--- config.mk ---
export PLATFORM = sky130hd
export DESIGN_NAME = tceg_top
export DESIGN_NICKNAME = d
export VERILOG_FILES = /design/src/design/tceg_pkg.sv /design/src/design/tceg_chan.sv /design/src/design/tceg_top.sv
export VERILOG_INCLUDE_DIRS = /design/src /design/src/design
export SDC_FILE = /design/constraint.sdc
export NUM_CORES = 1
export LEC_CHECK = 0
export BUFFER_PORTS_ARGS = -buffer_cell sky130_fd_sc_hd__buf_2
export CAP_MARGIN = 15
export CORE_UTILIZATION = 43
export DETAILED_ROUTE_END_ITERATION = 8
export PLACE_DENSITY_LB_ADDON = 0.15
export REMOVE_ABC_BUFFERS = 1
export SKIP_LAST_GASP = 1
export SLEW_MARGIN = 20
export SYNTH_ARGS = -nofsm -noshare
export SYNTH_HDL_FRONTEND = slang
export SYNTH_SLANG_ARGS = --single-unit
export TNS_END_PERCENT = 5
--- constraint.sdc ---
create_clock -name clock_i -period 1.7 [get_ports clock_i]
set_input_delay 0.34 -clock clock_i [delete_from_list [all_inputs] [get_ports clock_i]]
set_output_delay 0.34 -clock clock_i [all_outputs]
set_load 0.05 [all_outputs]
--- src/design/tceg_defines.svh ---
`ifndef TCEG_DEFINES_SVH
`define TCEG_DEFINES_SVH

// Two or four channels
`define TCEG_NUM_CH        4
`define TCEG_VAL_W         16
`define TCEG_STAT_W        8
// Conversion period in ns and derived clock cycles at 20 MHz
`define TCEG_CLK_NS        50
`define TCEG_CONV_NS       1000
`define TCEG_CONV_CYC      ((`TCEG_CONV_NS + `TCEG_CLK_NS - 1) / `TCEG_CLK_NS)
// Restart hold in ns and cycles
`define TCEG_RST_NS        200
`define TCEG_RST_CYC       ((`TCEG_RST_NS + `TCEG_CLK_NS - 1) / `TCEG_CLK_NS)
`define TCEG_CNT_W         8
// Status bit positions
`define TCEG_ST_ERR_BIT    0
`define TCEG_ST_VALID_BIT  7
// Enable default after power-on: all channels in use
`define TCEG_EN_RESET      1'b1

`endif

--- src/design/tceg_pkg.sv ---
package tceg_pkg;
	typedef enum logic [1:0] {
		TCEG_RUN,
		TCEG_RESTART
	} tceg_mode_t;
endpackage

--- src/design/tceg_chan.sv ---
`timescale 1ns/10ps
`default_nettype none
`include "tceg_defines.svh"

module tceg_chan (
	// Clock and reset
	input  wire logic                     clock_i,
	input  wire logic                     rst_n_i,
	input  wire logic                     clk_en_i,
	// Control
	input  wire logic                     enable_i,
	input  wire logic                     sample_i,
	input  wire logic                     clear_i,
	// Raw conversion
	input  wire logic [`TCEG_VAL_W-1:0]   raw_i,
	input  wire logic                     fault_i,
	// Results
	output logic      [`TCEG_VAL_W-1:0]   value_o,
	output logic      [`TCEG_STAT_W-1:0]  status_o
);
	typedef struct packed {
		logic [`TCEG_VAL_W-1:0]  val;
		logic [`TCEG_STAT_W-1:0] stat;
	} tceg_ch_state_t;

	tceg_ch_state_t s_q, s_d;

	always_comb begin
		s_d = s_q;
		if (clear_i || !enable_i) begin
			s_d = '0;
		end else if (sample_i) begin
			s_d.val = raw_i;
			s_d.stat = '0;
			s_d.stat[`TCEG_ST_ERR_BIT] = fault_i;
			s_d.stat[`TCEG_ST_VALID_BIT] = 1'b1;
		end
	end

	always_ff @(posedge clock_i or negedge rst_n_i) begin
		if (!rst_n_i) begin
			s_q <= '0;
		end else if (clk_en_i) begin
			s_q <= s_d;
		end
	end

	assign value_o  = s_q.val;
	assign status_o = s_q.stat;
endmodule
`default_nettype wire

--- src/design/tceg_top.sv ---
// Operation
// - Disabled channel skips value arithmetic and error detection; never flags errors.
// - Conversion period stays fixed whatever the enable pattern.
// - After power reset, disabled channel's status and value read zero.
// - Each channel has a boolean enable; all default to enabled.
// - New enable settings apply only at a unit restart.
// - Completed transfer of settings triggers a unit restart.
`timescale 1ns/10ps
`default_nettype none
`include "tceg_defines.svh"

module tceg_top
	import tceg_pkg::*;
#(
	parameter int NUM_CH = `TCEG_NUM_CH
) (
	// Clock and reset
	input  wire logic                            clock_i,
	input  wire logic                            rst_n_i,
	input  wire logic                            clk_en_i,
	// Configuration from software
	input  wire logic [NUM_CH-1:0]               channel_use_setting_i,
	input  wire logic                            xfer_done_i,
	// Converter front end
	input  wire logic [NUM_CH*`TCEG_VAL_W-1:0]   raw_i,
	input  wire logic [NUM_CH-1:0]               fault_i,
	// Results
	output logic      [NUM_CH*`TCEG_VAL_W-1:0]   value_o,
	output logic      [NUM_CH*`TCEG_STAT_W-1:0]  status_o,
	output logic      [NUM_CH-1:0]               active_en_o,
	output logic                                 conv_tick_o,
	output logic                                 restarting_o
);
	localparam logic [`TCEG_CNT_W-1:0] CONV_LAST =
		`TCEG_CNT_W'(`TCEG_CONV_CYC - 1);
	localparam logic [`TCEG_CNT_W-1:0] RST_LAST =
		`TCEG_CNT_W'(`TCEG_RST_CYC - 1);

	initial begin
		if (NUM_CH != 2 && NUM_CH != 4) begin
			$error("channel count must be two or four");
		end
	end

	typedef struct packed {
		tceg_mode_t              mode;
		logic [NUM_CH-1:0]       act_en;
		logic [NUM_CH-1:0]       pend_en;
		logic [`TCEG_CNT_W-1:0]  conv_cnt;
		logic [`TCEG_CNT_W-1:0]  rst_cnt;
		logic                    tick;
		logic                    xfer_s1;
		logic                    xfer_s2;
		logic                    xfer_s3;
	} tceg_state_t;

	tceg_state_t s_q, s_d;
	logic        xfer_rise;

	// Transfer strobe comes from the software side, so it is synchronised
	assign xfer_rise = s_q.xfer_s2 && !s_q.xfer_s3;

	always_comb begin
		s_d = s_q;
		s_d.xfer_s1 = xfer_done_i;
		s_d.xfer_s2 = s_q.xfer_s1;
		s_d.xfer_s3 = s_q.xfer_s2;
		s_d.tick = 1'b0;
		// Written settings are only staged; the active copy is untouched
		s_d.pend_en = channel_use_setting_i;
		unique case (s_q.mode)
			TCEG_RUN: begin
				// Period counter ignores the enables entirely
				if (s_q.conv_cnt == CONV_LAST) begin
					s_d.conv_cnt = '0;
					s_d.tick = 1'b1;
				end else begin
					s_d.conv_cnt = s_q.conv_cnt + 1'b1;
				end
				if (xfer_rise) begin
					s_d.mode = TCEG_RESTART;
					s_d.rst_cnt = '0;
				end
			end
			TCEG_RESTART: begin
				s_d.conv_cnt = '0;
				if (s_q.rst_cnt == RST_LAST) begin
					s_d.mode = TCEG_RUN;
					s_d.act_en = s_q.pend_en;
				end else begin
					s_d.rst_cnt = s_q.rst_cnt + 1'b1;
				end
			end
		endcase
	end

	always_ff @(posedge clock_i or negedge rst_n_i) begin
		if (!rst_n_i) begin
			s_q <= '0;
			s_q.mode <= TCEG_RUN;
			s_q.act_en <= {NUM_CH{`TCEG_EN_RESET}};
			s_q.pend_en <= {NUM_CH{`TCEG_EN_RESET}};
		end else if (clk_en_i) begin
			s_q <= s_d;
		end
	end

	assign active_en_o  = s_q.act_en;
	assign conv_tick_o  = s_q.tick;
	assign restarting_o = (s_q.mode == TCEG_RESTART);

	// One gated measurement path per channel
	for (genvar g = 0; g < NUM_CH; g++) begin : g_ch
		tceg_chan u_chan (
			.clock_i  (clock_i),
			.rst_n_i  (rst_n_i),
			.clk_en_i (clk_en_i),
			.enable_i (s_q.act_en[g]),
			.sample_i (s_q.tick),
			.clear_i  (restarting_o),
			.raw_i    (raw_i[g*`TCEG_VAL_W +: `TCEG_VAL_W]),
			.fault_i  (fault_i[g]),
			.value_o  (value_o[g*`TCEG_VAL_W +: `TCEG_VAL_W]),
			.status_o (status_o[g*`TCEG_STAT_W +: `TCEG_STAT_W])
		);

		property p_dis_zero;
			@(posedge clock_i) disable iff (!rst_n_i)
			(!s_q.act_en[g] && clk_en_i) |=> (value_o[g*`TCEG_VAL_W +:
				`TCEG_VAL_W] == '0 && status_o[g*`TCEG_STAT_W +:
				`TCEG_STAT_W] == '0);
		endproperty
		a_dis_zero: assert property (p_dis_zero)
			else $error("disabled channel result not zero");

		property p_no_err;
			@(posedge clock_i) disable iff (!rst_n_i)
			(!s_q.act_en[g] && fault_i[g] && clk_en_i) |=>
				!status_o[g*`TCEG_STAT_W + `TCEG_ST_ERR_BIT];
		endproperty
		a_no_err: assert property (p_no_err)
			else $error("error flagged on disabled channel");

		property p_sample;
			@(posedge clock_i) disable iff (!rst_n_i)
			(s_q.tick && s_q.act_en[g] && !restarting_o && clk_en_i) |=>
				(value_o[g*`TCEG_VAL_W +: `TCEG_VAL_W] ==
				$past(raw_i[g*`TCEG_VAL_W +: `TCEG_VAL_W]));
		endproperty
		a_sample: assert property (p_sample)
			else $error("enabled channel did not capture sample");
	end

	// Helper: cycles since the last tick; all ones marks a fresh start,
	// so the first period after reset or restart counts like any other
	logic [`TCEG_CNT_W-1:0] gap_q;
	always_ff @(posedge clock_i or negedge rst_n_i) begin
		if (!rst_n_i) begin
			gap_q <= '1;
		end else if (clk_en_i) begin
			if (restarting_o) begin
				gap_q <= '1;
			end else begin
				gap_q <= s_q.tick ? '0 : gap_q + 1'b1;
			end
		end
	end

	property p_period;
		@(posedge clock_i) disable iff (!rst_n_i)
		(s_q.tick && clk_en_i) |-> (gap_q == CONV_LAST);
	endproperty
	a_period: assert property (p_period)
		else $error("conversion period changed");

	property p_period_max;
		@(posedge clock_i) disable iff (!rst_n_i)
		(gap_q != '1) |-> (gap_q <= CONV_LAST);
	endproperty
	a_period_max: assert property (p_period_max)
		else $error("conversion tick missed");

	property p_restart;
		@(posedge clock_i) disable iff (!rst_n_i)
		(xfer_rise && !restarting_o && clk_en_i) |=> restarting_o;
	endproperty
	a_restart: assert property (p_restart)
		else $error("transfer did not start restart");

	property p_hold_en;
		@(posedge clock_i) disable iff (!rst_n_i)
		(!restarting_o && !$past(restarting_o)) |-> $stable(s_q.act_en);
	endproperty
	a_hold_en: assert property (p_hold_en)
		else $error("enables changed outside restart");

	property p_apply;
		@(posedge clock_i) disable iff (!rst_n_i)
		(restarting_o && s_q.rst_cnt == RST_LAST && clk_en_i) |=>
			(active_en_o == $past(s_q.pend_en) && !restarting_o);
	endproperty
	a_apply: assert property (p_apply)
		else $error("staged enables not applied at restart");

	property p_default;
		@(posedge clock_i)
		$rose(rst_n_i) |-> active_en_o == {NUM_CH{1'b1}};
	endproperty
	a_default: assert property (p_default)
		else $error("enables not all true after reset");

	property p_tick_once;
		@(posedge clock_i) disable iff (!rst_n_i)
		(s_q.tick && clk_en_i) |=> !s_q.tick;
	endproperty
	a_tick_once: assert property (p_tick_once)
		else $error("conversion tick longer than one cycle");

	property p_clear;
		@(posedge clock_i) disable iff (!rst_n_i)
		(restarting_o && clk_en_i) |=>
			(value_o == '0 && status_o == '0);
	endproperty
	a_clear: assert property (p_clear)
		else $error("results not cleared during restart");

	property p_freeze;
		@(posedge clock_i) disable iff (!rst_n_i)
		!clk_en_i |=> ($stable(s_q) && $stable(gap_q));
	endproperty
	a_freeze: assert property (p_freeze)
		else $error("state moved while clock enable low");
endmodule
`default_nettype wire

# Word-level counts from Yosys, hierarchy flattened
# Index checks and enable logic that the tools add are counted.
[word_totals]
reg_bits = 126
inputBits = 76
out_inout_bits = 102
word_cells = 64
[op_classes]
n_addsub = 2
n_eq_ne = 6
n_mux = 17
reduce_logical = 22
[op_table]
columns = ["op", "count"]
rows = [
  ["24-bit two-way mux", 8],
  ["16-bit case mux with 2 select lines", 1],
  ["8-bit two-way mux", 3],
  ["8-bit by 1-bit adder with 8-bit output (second input constant)", 2],
  ["3-bit AND reduction", 3],
  ["8-bit by 2-bit == test with 1-bit output (second input constant)", 1],
  ["8-bit by 5-bit == test with 1-bit output (second input constant)", 1],
  ["2-bit AND reduction", 4],
  ["2-bit nonzero test", 4],
  ["6-bit two-way mux", 1],
  ["2-bit inequality test (second input constant)", 3],
  ["1-bit logical NOT", 5],
  ["1-bit logical OR", 4],
  ["2-bit case mux with 2 select lines", 1],
  ["2-bit by 1-bit == test with 1-bit output (second input constant)", 1],
  ["2-bit logical NOT", 1],
  ["1-bit two-way mux", 2],
  ["2-bit two-way mux", 1],
  ["1-bit logical AND", 1],
]

# Logic depth before layout (Yosys ltp)
[logic_depth]
ltp_word = 4
ltp_mapped = 7
mapped_depth_nobuf = 5

# By module
# A second synthesis with hierarchy kept.
[unflattened]
hier_cells = 566
hier_area_um2 = 6127.1
[by_module_without_submodules]
columns = ["module", "instances", "cells_each", "area_per_inst_um2"]
rows = [
  ["tceg_chan", 4, 108, 1167.4],
  ["tceg_top", 1, 134, 1457.6],
]

# Least setup slack after synthesis
# OpenSTA, ideal clock, no wires.
[synth_path]
path_kind = "flip-flop to flip-flop"
startpoint = "register s_q, in the netlist conv_tick_o"
endpoint = "register g_ch[0].u_chan.s_q, in the netlist g_ch[0].u_chan.value_o[10]"
arrival_ns = 1.648
t_required_ns = 1.579
setup_slack_ns = -0.069
stages_incl_launch_ff = 7
path_cell_list = "dfrtp_1 -> or2_1 -> buf_4 -> o21ai_4 -> nor3_4 -> buf_6 -> a22o_1"
[synth_between]
elab_chain_len = 2
[synth_lines]
columns = ["element", "line", "rtl"]
rows = [
  ["start: declaration", "tceg_top.sv:57", "tceg_state_t s_q, s_d;"],
  ["2-bit nonzero test (no line)", "-", ""],
  ["2-bit AND reduction (no line)", "-", ""],
  ["end signal: assignment", "tceg_chan.sv:42", "s_q <= '0;"],
  ["end signal: assignment", "tceg_chan.sv:44", "s_q <= s_d;"],
  ["end: declaration", "tceg_chan.sv:26", "tceg_ch_state_t s_q, s_d;"],
]
# Every way passes these cells.
# A chain may end at the register's enable or synchronous reset.

# Final worst setup path
[layout_path]
startpoint = "register s_q[9] (netlist bit)"
endpoint = "register s_q[4] (netlist bit)"
[layout_between]
elab_chain_len = 3
[layout_lines]
columns = ["element", "line", "rtl"]
rows = [
  ["8-bit by 2-bit == test with 1-bit output", "tceg_top.sv:87", "if (s_q.rst_cnt == RST_LAST) begin"],
  ["2-bit inequality test (no line)", "-", ""],
  ["3-bit AND reduction (no line)", "-", ""],
]
# Every way passes these cells.

==> impl_summary.log <==
INFO  metric powerDensity = 1090 mW/mm^2
INFO  metric relSlewSlack = 0.563
INFO  metric dp_hpwl = 6.81 mm
INFO  metric number_of_antenna_violations_at_the_first_check_in_global_routing = 0
INFO  metric viasPerCell = 5.06
INFO  metric timing.critical_path.from_type = flop
INFO  metric grt_pass1_vias = 2847
INFO  metric globalRoute.totalOverflow = 0
INFO  metric comb_power_share = 0.259
INFO  metric ioPinCount = 178
INFO  metric clock-root-buffer = sky130_fd_sc_hd__clkbuf_8
INFO  metric final_core_util = 0.561
INFO  metric critical_path.max_stage_delay = 0.57 ns
INFO  metric crit-reg2reg-capture = s_q[4]$_DFFE_PN0P_
INFO  metric initialDrtViolationCount = 60
INFO  metric placementRows = 36
INFO  metric clock.fmax = 591 MHz
INFO  metric p_sw_frac = 0.329
INFO  metric gr-usage-all-layers = 0.176
INFO  metric cts.htree.levels = 3
INFO  metric setup_slack = 0.00713 ns
INFO  metric timing_hold_violations_final = 0
INFO  metric preCtsSetupSlack = -0.0409 ns
INFO  metric yosysWarnings = 0
INFO  metric routedWlPerCell = 15.0 um
INFO  metric die-area = 0.0105 sq mm
INFO  metric p_int = 0.00400 W
INFO  metric synthDistinctLibCells = 45
INFO  metric crit_path_end = s_q[4]$_DFFE_PN0P_
INFO  metric switchingPower = 0.00196 W
INFO  metric synth-seq-cells = 101
INFO  metric worst_tran_pin_value = 0.653 ns
INFO  metric setup_violations = 0
INFO  metric path_cells = or4_4 -> o311a_4 -> mux2_2
INFO  metric worst_clock_skew = 0.0144 ns
INFO  metric place_area = 0.00520 sq mm
INFO  metric seq_area_frac_synth = 0.585
INFO  metric ir_drop = 0.472 mV
INFO  metric antenna_left = 0
INFO  metric power.leakage = 2.97 nW
INFO  metric multiInputGateArea = 0.00152 sq mm
INFO  metric initial_utilization = 0.444
INFO  metric critPathSlowestCell = sky130_fd_sc_hd__or4_4
INFO  metric worstPathMaxFanout = 6
INFO  metric fill_count = 844
INFO  metric rsz0062_at_grt = true
INFO  metric largest_net_degree_at_the_start_of_global_routing = 38
INFO  metric hold_wc_path_type = in -> reg
INFO  metric worst_ep_arrival_time = 1.94 ns
INFO  metric syn_area = 0.00434 sq mm
INFO  metric drt-pass1-iter-count = 4
INFO  metric number_of_clock_buffers_inserted_by_tritoncts = 9
INFO  metric route.vias.total = 3172
INFO  metric timing.critical_path.to_type = flop
INFO  metric clock_power_share = 0.280
INFO  metric worst-r2r-cell-count = 3
INFO  metric clk-insertion-delay-late = 0.37 ns
INFO  metric nNetsFinal = 567
INFO  metric grt_first_pass_wirelength = 14.2 mm
INFO  metric clockBufferDepth = 2
INFO  metric synthFlopType = sky130_fd_sc_hd__dfrtp_1
INFO  metric drc = 0
INFO  metric cts_tree = yes
INFO  metric antenna_cells = 0
INFO  metric die_w = 102 um
INFO  metric pwr-share-seq = 0.461
INFO  metric layout_worst_path_cycle_share = 0.996
INFO  metric total_of_max_cap_violations = 0
INFO  metric final_critical_path_required_period = 1.69 ns
INFO  metric critPathLaunch = s_q[9]$_DFFE_PN0P_
INFO  metric netlist_instances = 321
INFO  metric floorplan.die.height = 102 um
INFO  metric core_area = 0.00977 sq mm
INFO  metric drive_above_1_share = 0.457
INFO  metric run_status = finished clean
INFO  metric path_clk_slew = 0.10 ns
INFO  metric area.sequential = 0.00254 sq mm
INFO  metric reg2reg_setup_slack = 0.007 ns
INFO  metric hold_ws = 0.179 ns
INFO  metric place.port_buffers = 153
INFO  metric gp_weighted_congestion = 0.732
INFO  metric report.final.slew_viol_count = 0
INFO  metric synth_edf_count = 0
INFO  metric rr_startpoint = s_q[9]$_DFFE_PN0P_
INFO  metric routed_wl = 9.43 mm
INFO  metric timing.setup.tns = 0 ns
INFO  metric critPathRequiredTime = 1.95 ns
INFO  metric setup.worst_path.class = reg -> reg
INFO  metric clock_sinks = 101
INFO  metric synthesis.area_per_instance = 13.5 sq um
INFO  metric flow.area_growth_from_synthesis = 26.5%
INFO  metric synth-async-reset-ratio = 1.00
INFO  metric final_design_area_no_fill = 0.00549 sq mm
==> logic make-up (layout without fill, tap and decap cells) <==
group,count (synthesis),count (layout),share of synthesized area
muxes,14,14,0.0392
DFF,101,101,0.585
AOI/OAI and AO/OA,107,107,0.209
other,1,24,0.000864
and+or+nand+nor,45,45,0.0701
xor gates and xnor gates,2,2,0.00404
buffers and inverters,49,199,0.0860
adders and majority gates,2,2,0.00577
==> final cells by class <==
class,instances,share of cell area
clock buffers,12,0.0264
clock inverters,4,0.0135
inverters,6,0.00410
multi-input cells,194,0.276
flip-flops and latches,101,0.462
well taps,133,0.0303
repair buffers,177,0.187
==> stage by stage <==
step	cells	total power [W]
after floorplan	301	0.00380
after global placement	607	0.00431
after detailed placement	607	0.00434
after CTS	625	0.00603
after global routing	627	0.00627
final	627	0.00596
==> registers in the layout, indices dropped and copies added (netlist names) <==
| name | count |
|---|---|
| g_ch.u_chan.value_o | 64 |
| s_d | 2 |
| conv_tick_o | 1 |
| s_q | 22 |
| g_ch.u_chan.status_o | 8 |
| active_en_o | 4 |
==> Yosys cell counts (2+ instances only) <==
library cell | instances | area share
sky130_fd_sc_hd__nand4_1 | 2 | 0.0029
sky130_fd_sc_hd__o21ai_0 | 11 | 0.013
sky130_fd_sc_hd__inv_1 | 6 | 0.0052
sky130_fd_sc_hd__dfstp_2 | 8 | 0.048
sky130_fd_sc_hd__buf_6 | 6 | 0.016
sky130_fd_sc_hd__o2bb2ai_1 | 3 | 0.0061
sky130_fd_sc_hd__mux2_4 | 4 | 0.014
sky130_fd_sc_hd__mux2i_1 | 2 | 0.0046
sky130_fd_sc_hd__a21o_1 | 6 | 0.010
sky130_fd_sc_hd__a21oi_1 | 3 | 0.0035
sky130_fd_sc_hd__mux2_2 | 8 | 0.021
sky130_fd_sc_hd__ha_1 | 2 | 0.0058
sky130_fd_sc_hd__clkbuf_1 | 2 | 0.0017
sky130_fd_sc_hd__a22o_1 | 70 | 0.14
sky130_fd_sc_hd__nor3_4 | 5 | 0.019
sky130_fd_sc_hd__nand3_1 | 6 | 0.0069
sky130_fd_sc_hd__buf_4 | 33 | 0.057
sky130_fd_sc_hd__nor2_1 | 6 | 0.0052
sky130_fd_sc_hd__nor3_1 | 2 | 0.0023
sky130_fd_sc_hd__nand2_1 | 11 | 0.0095
sky130_fd_sc_hd__nand2b_1 | 2 | 0.0029
sky130_fd_sc_hd__o31ai_1 | 2 | 0.0035
sky130_fd_sc_hd__clkbuf_8 | 2 | 0.0063
sky130_fd_sc_hd__o21ai_4 | 4 | 0.015
sky130_fd_sc_hd__a31oi_1 | 2 | 0.0029
sky130_fd_sc_hd__dfrtp_1 | 93 | 0.54
sky130_fd_sc_hd__and3_1 | 2 | 0.0029
==> placed cells by master (no fill, tap or decap), drive strengths merged, types with 2 or more instances in the layout <==
master   synthesis  routed
nor2             6       6
nand2b           2       2
dfstp            8       8
o2bb2ai          3       3
mux2i            2       2
nor3             7       7
o31ai            2       2
a31oi            2       2
a21oi            3       3
nand4            2       2
nand3            7       7
a21o             7       7
and3             2       2
buf             39     176
or2              2       2
mux2            12      12
clkbuf           4      12
a22o            70      70
o21ai           16      16
ha               2       2
dfrtp           93      93
inv              6       6
conb             1      24
bufinv           0       2
nand2           11      11
clkinv           0       2
==> routing by layer <==
metal / wire, um / GRT usage
met1: 4120 / 0.226
met2: 4650 / 0.289
met5: 0 / 0
met4: 174 / 0.0813
met3: 492 / 0.0335
==> power by group through the flow <==
stage | registers [W] | logic, W | clock network [W]
floorplan | 0.00317 | 0.000634 | 0
global placement | 0.00279 | 0.00152 | 0
detailed placement | 0.00280 | 0.00155 | 0
CTS | 0.00275 | 0.00156 | 0.00172
global route | 0.00278 | 0.00167 | 0.00181
finish | 0.00275 | 0.00155 | 0.00167
==> worst min path at each step <==
stage / startpoint / slack (ns) / to / depth (start not counted)
2_1_floorplan: rst_n_i / 0.04 / conv_tick_o$_DFFE_PN0P_ / 0
3_3_place_gp: rst_n_i / 0.25 / g_ch[3].u_chan.value_o[2]$_DFFE_PN0P_ / 1
3_5_place_dp: rst_n_i / 0.26 / g_ch[3].u_chan.value_o[0]$_DFFE_PN0P_ / 1
4_1_cts: raw_i[44] / 0.17 / g_ch[2].u_chan.value_o[12]$_DFFE_PN0P_ / 2
5_1_grt: fault_i[3] / 0.16 / g_ch[3].u_chan.status_o[0]$_DFFE_PN0P_ / 2
6_report: raw_i[10] / 0.18 / g_ch[0].u_chan.value_o[10]$_DFFE_PN0P_ / 2
==> what timing repair did <==
| action | CTS | global route |
|---|---|---|
| buffers inserted | 1 | 2 |
| pin swaps | 1 | 2 |
| resized for setup | 0 | 1 |
| hold buffers | 1 | 0 |
| setup endpoints to repair | 5 | 61 |
| gates cloned | 0 | 0 |
| hold endpoints to repair | 10 | 0 |
==> worst max-delay path, delay by kind of cell (launching register included) <==
family	cells	cell delay (ns)
simple gates	1	0.57
flops	1	0.38
compound gates	1	0.36
mux	1	0.28
Power figures use the tool's default switching activity.
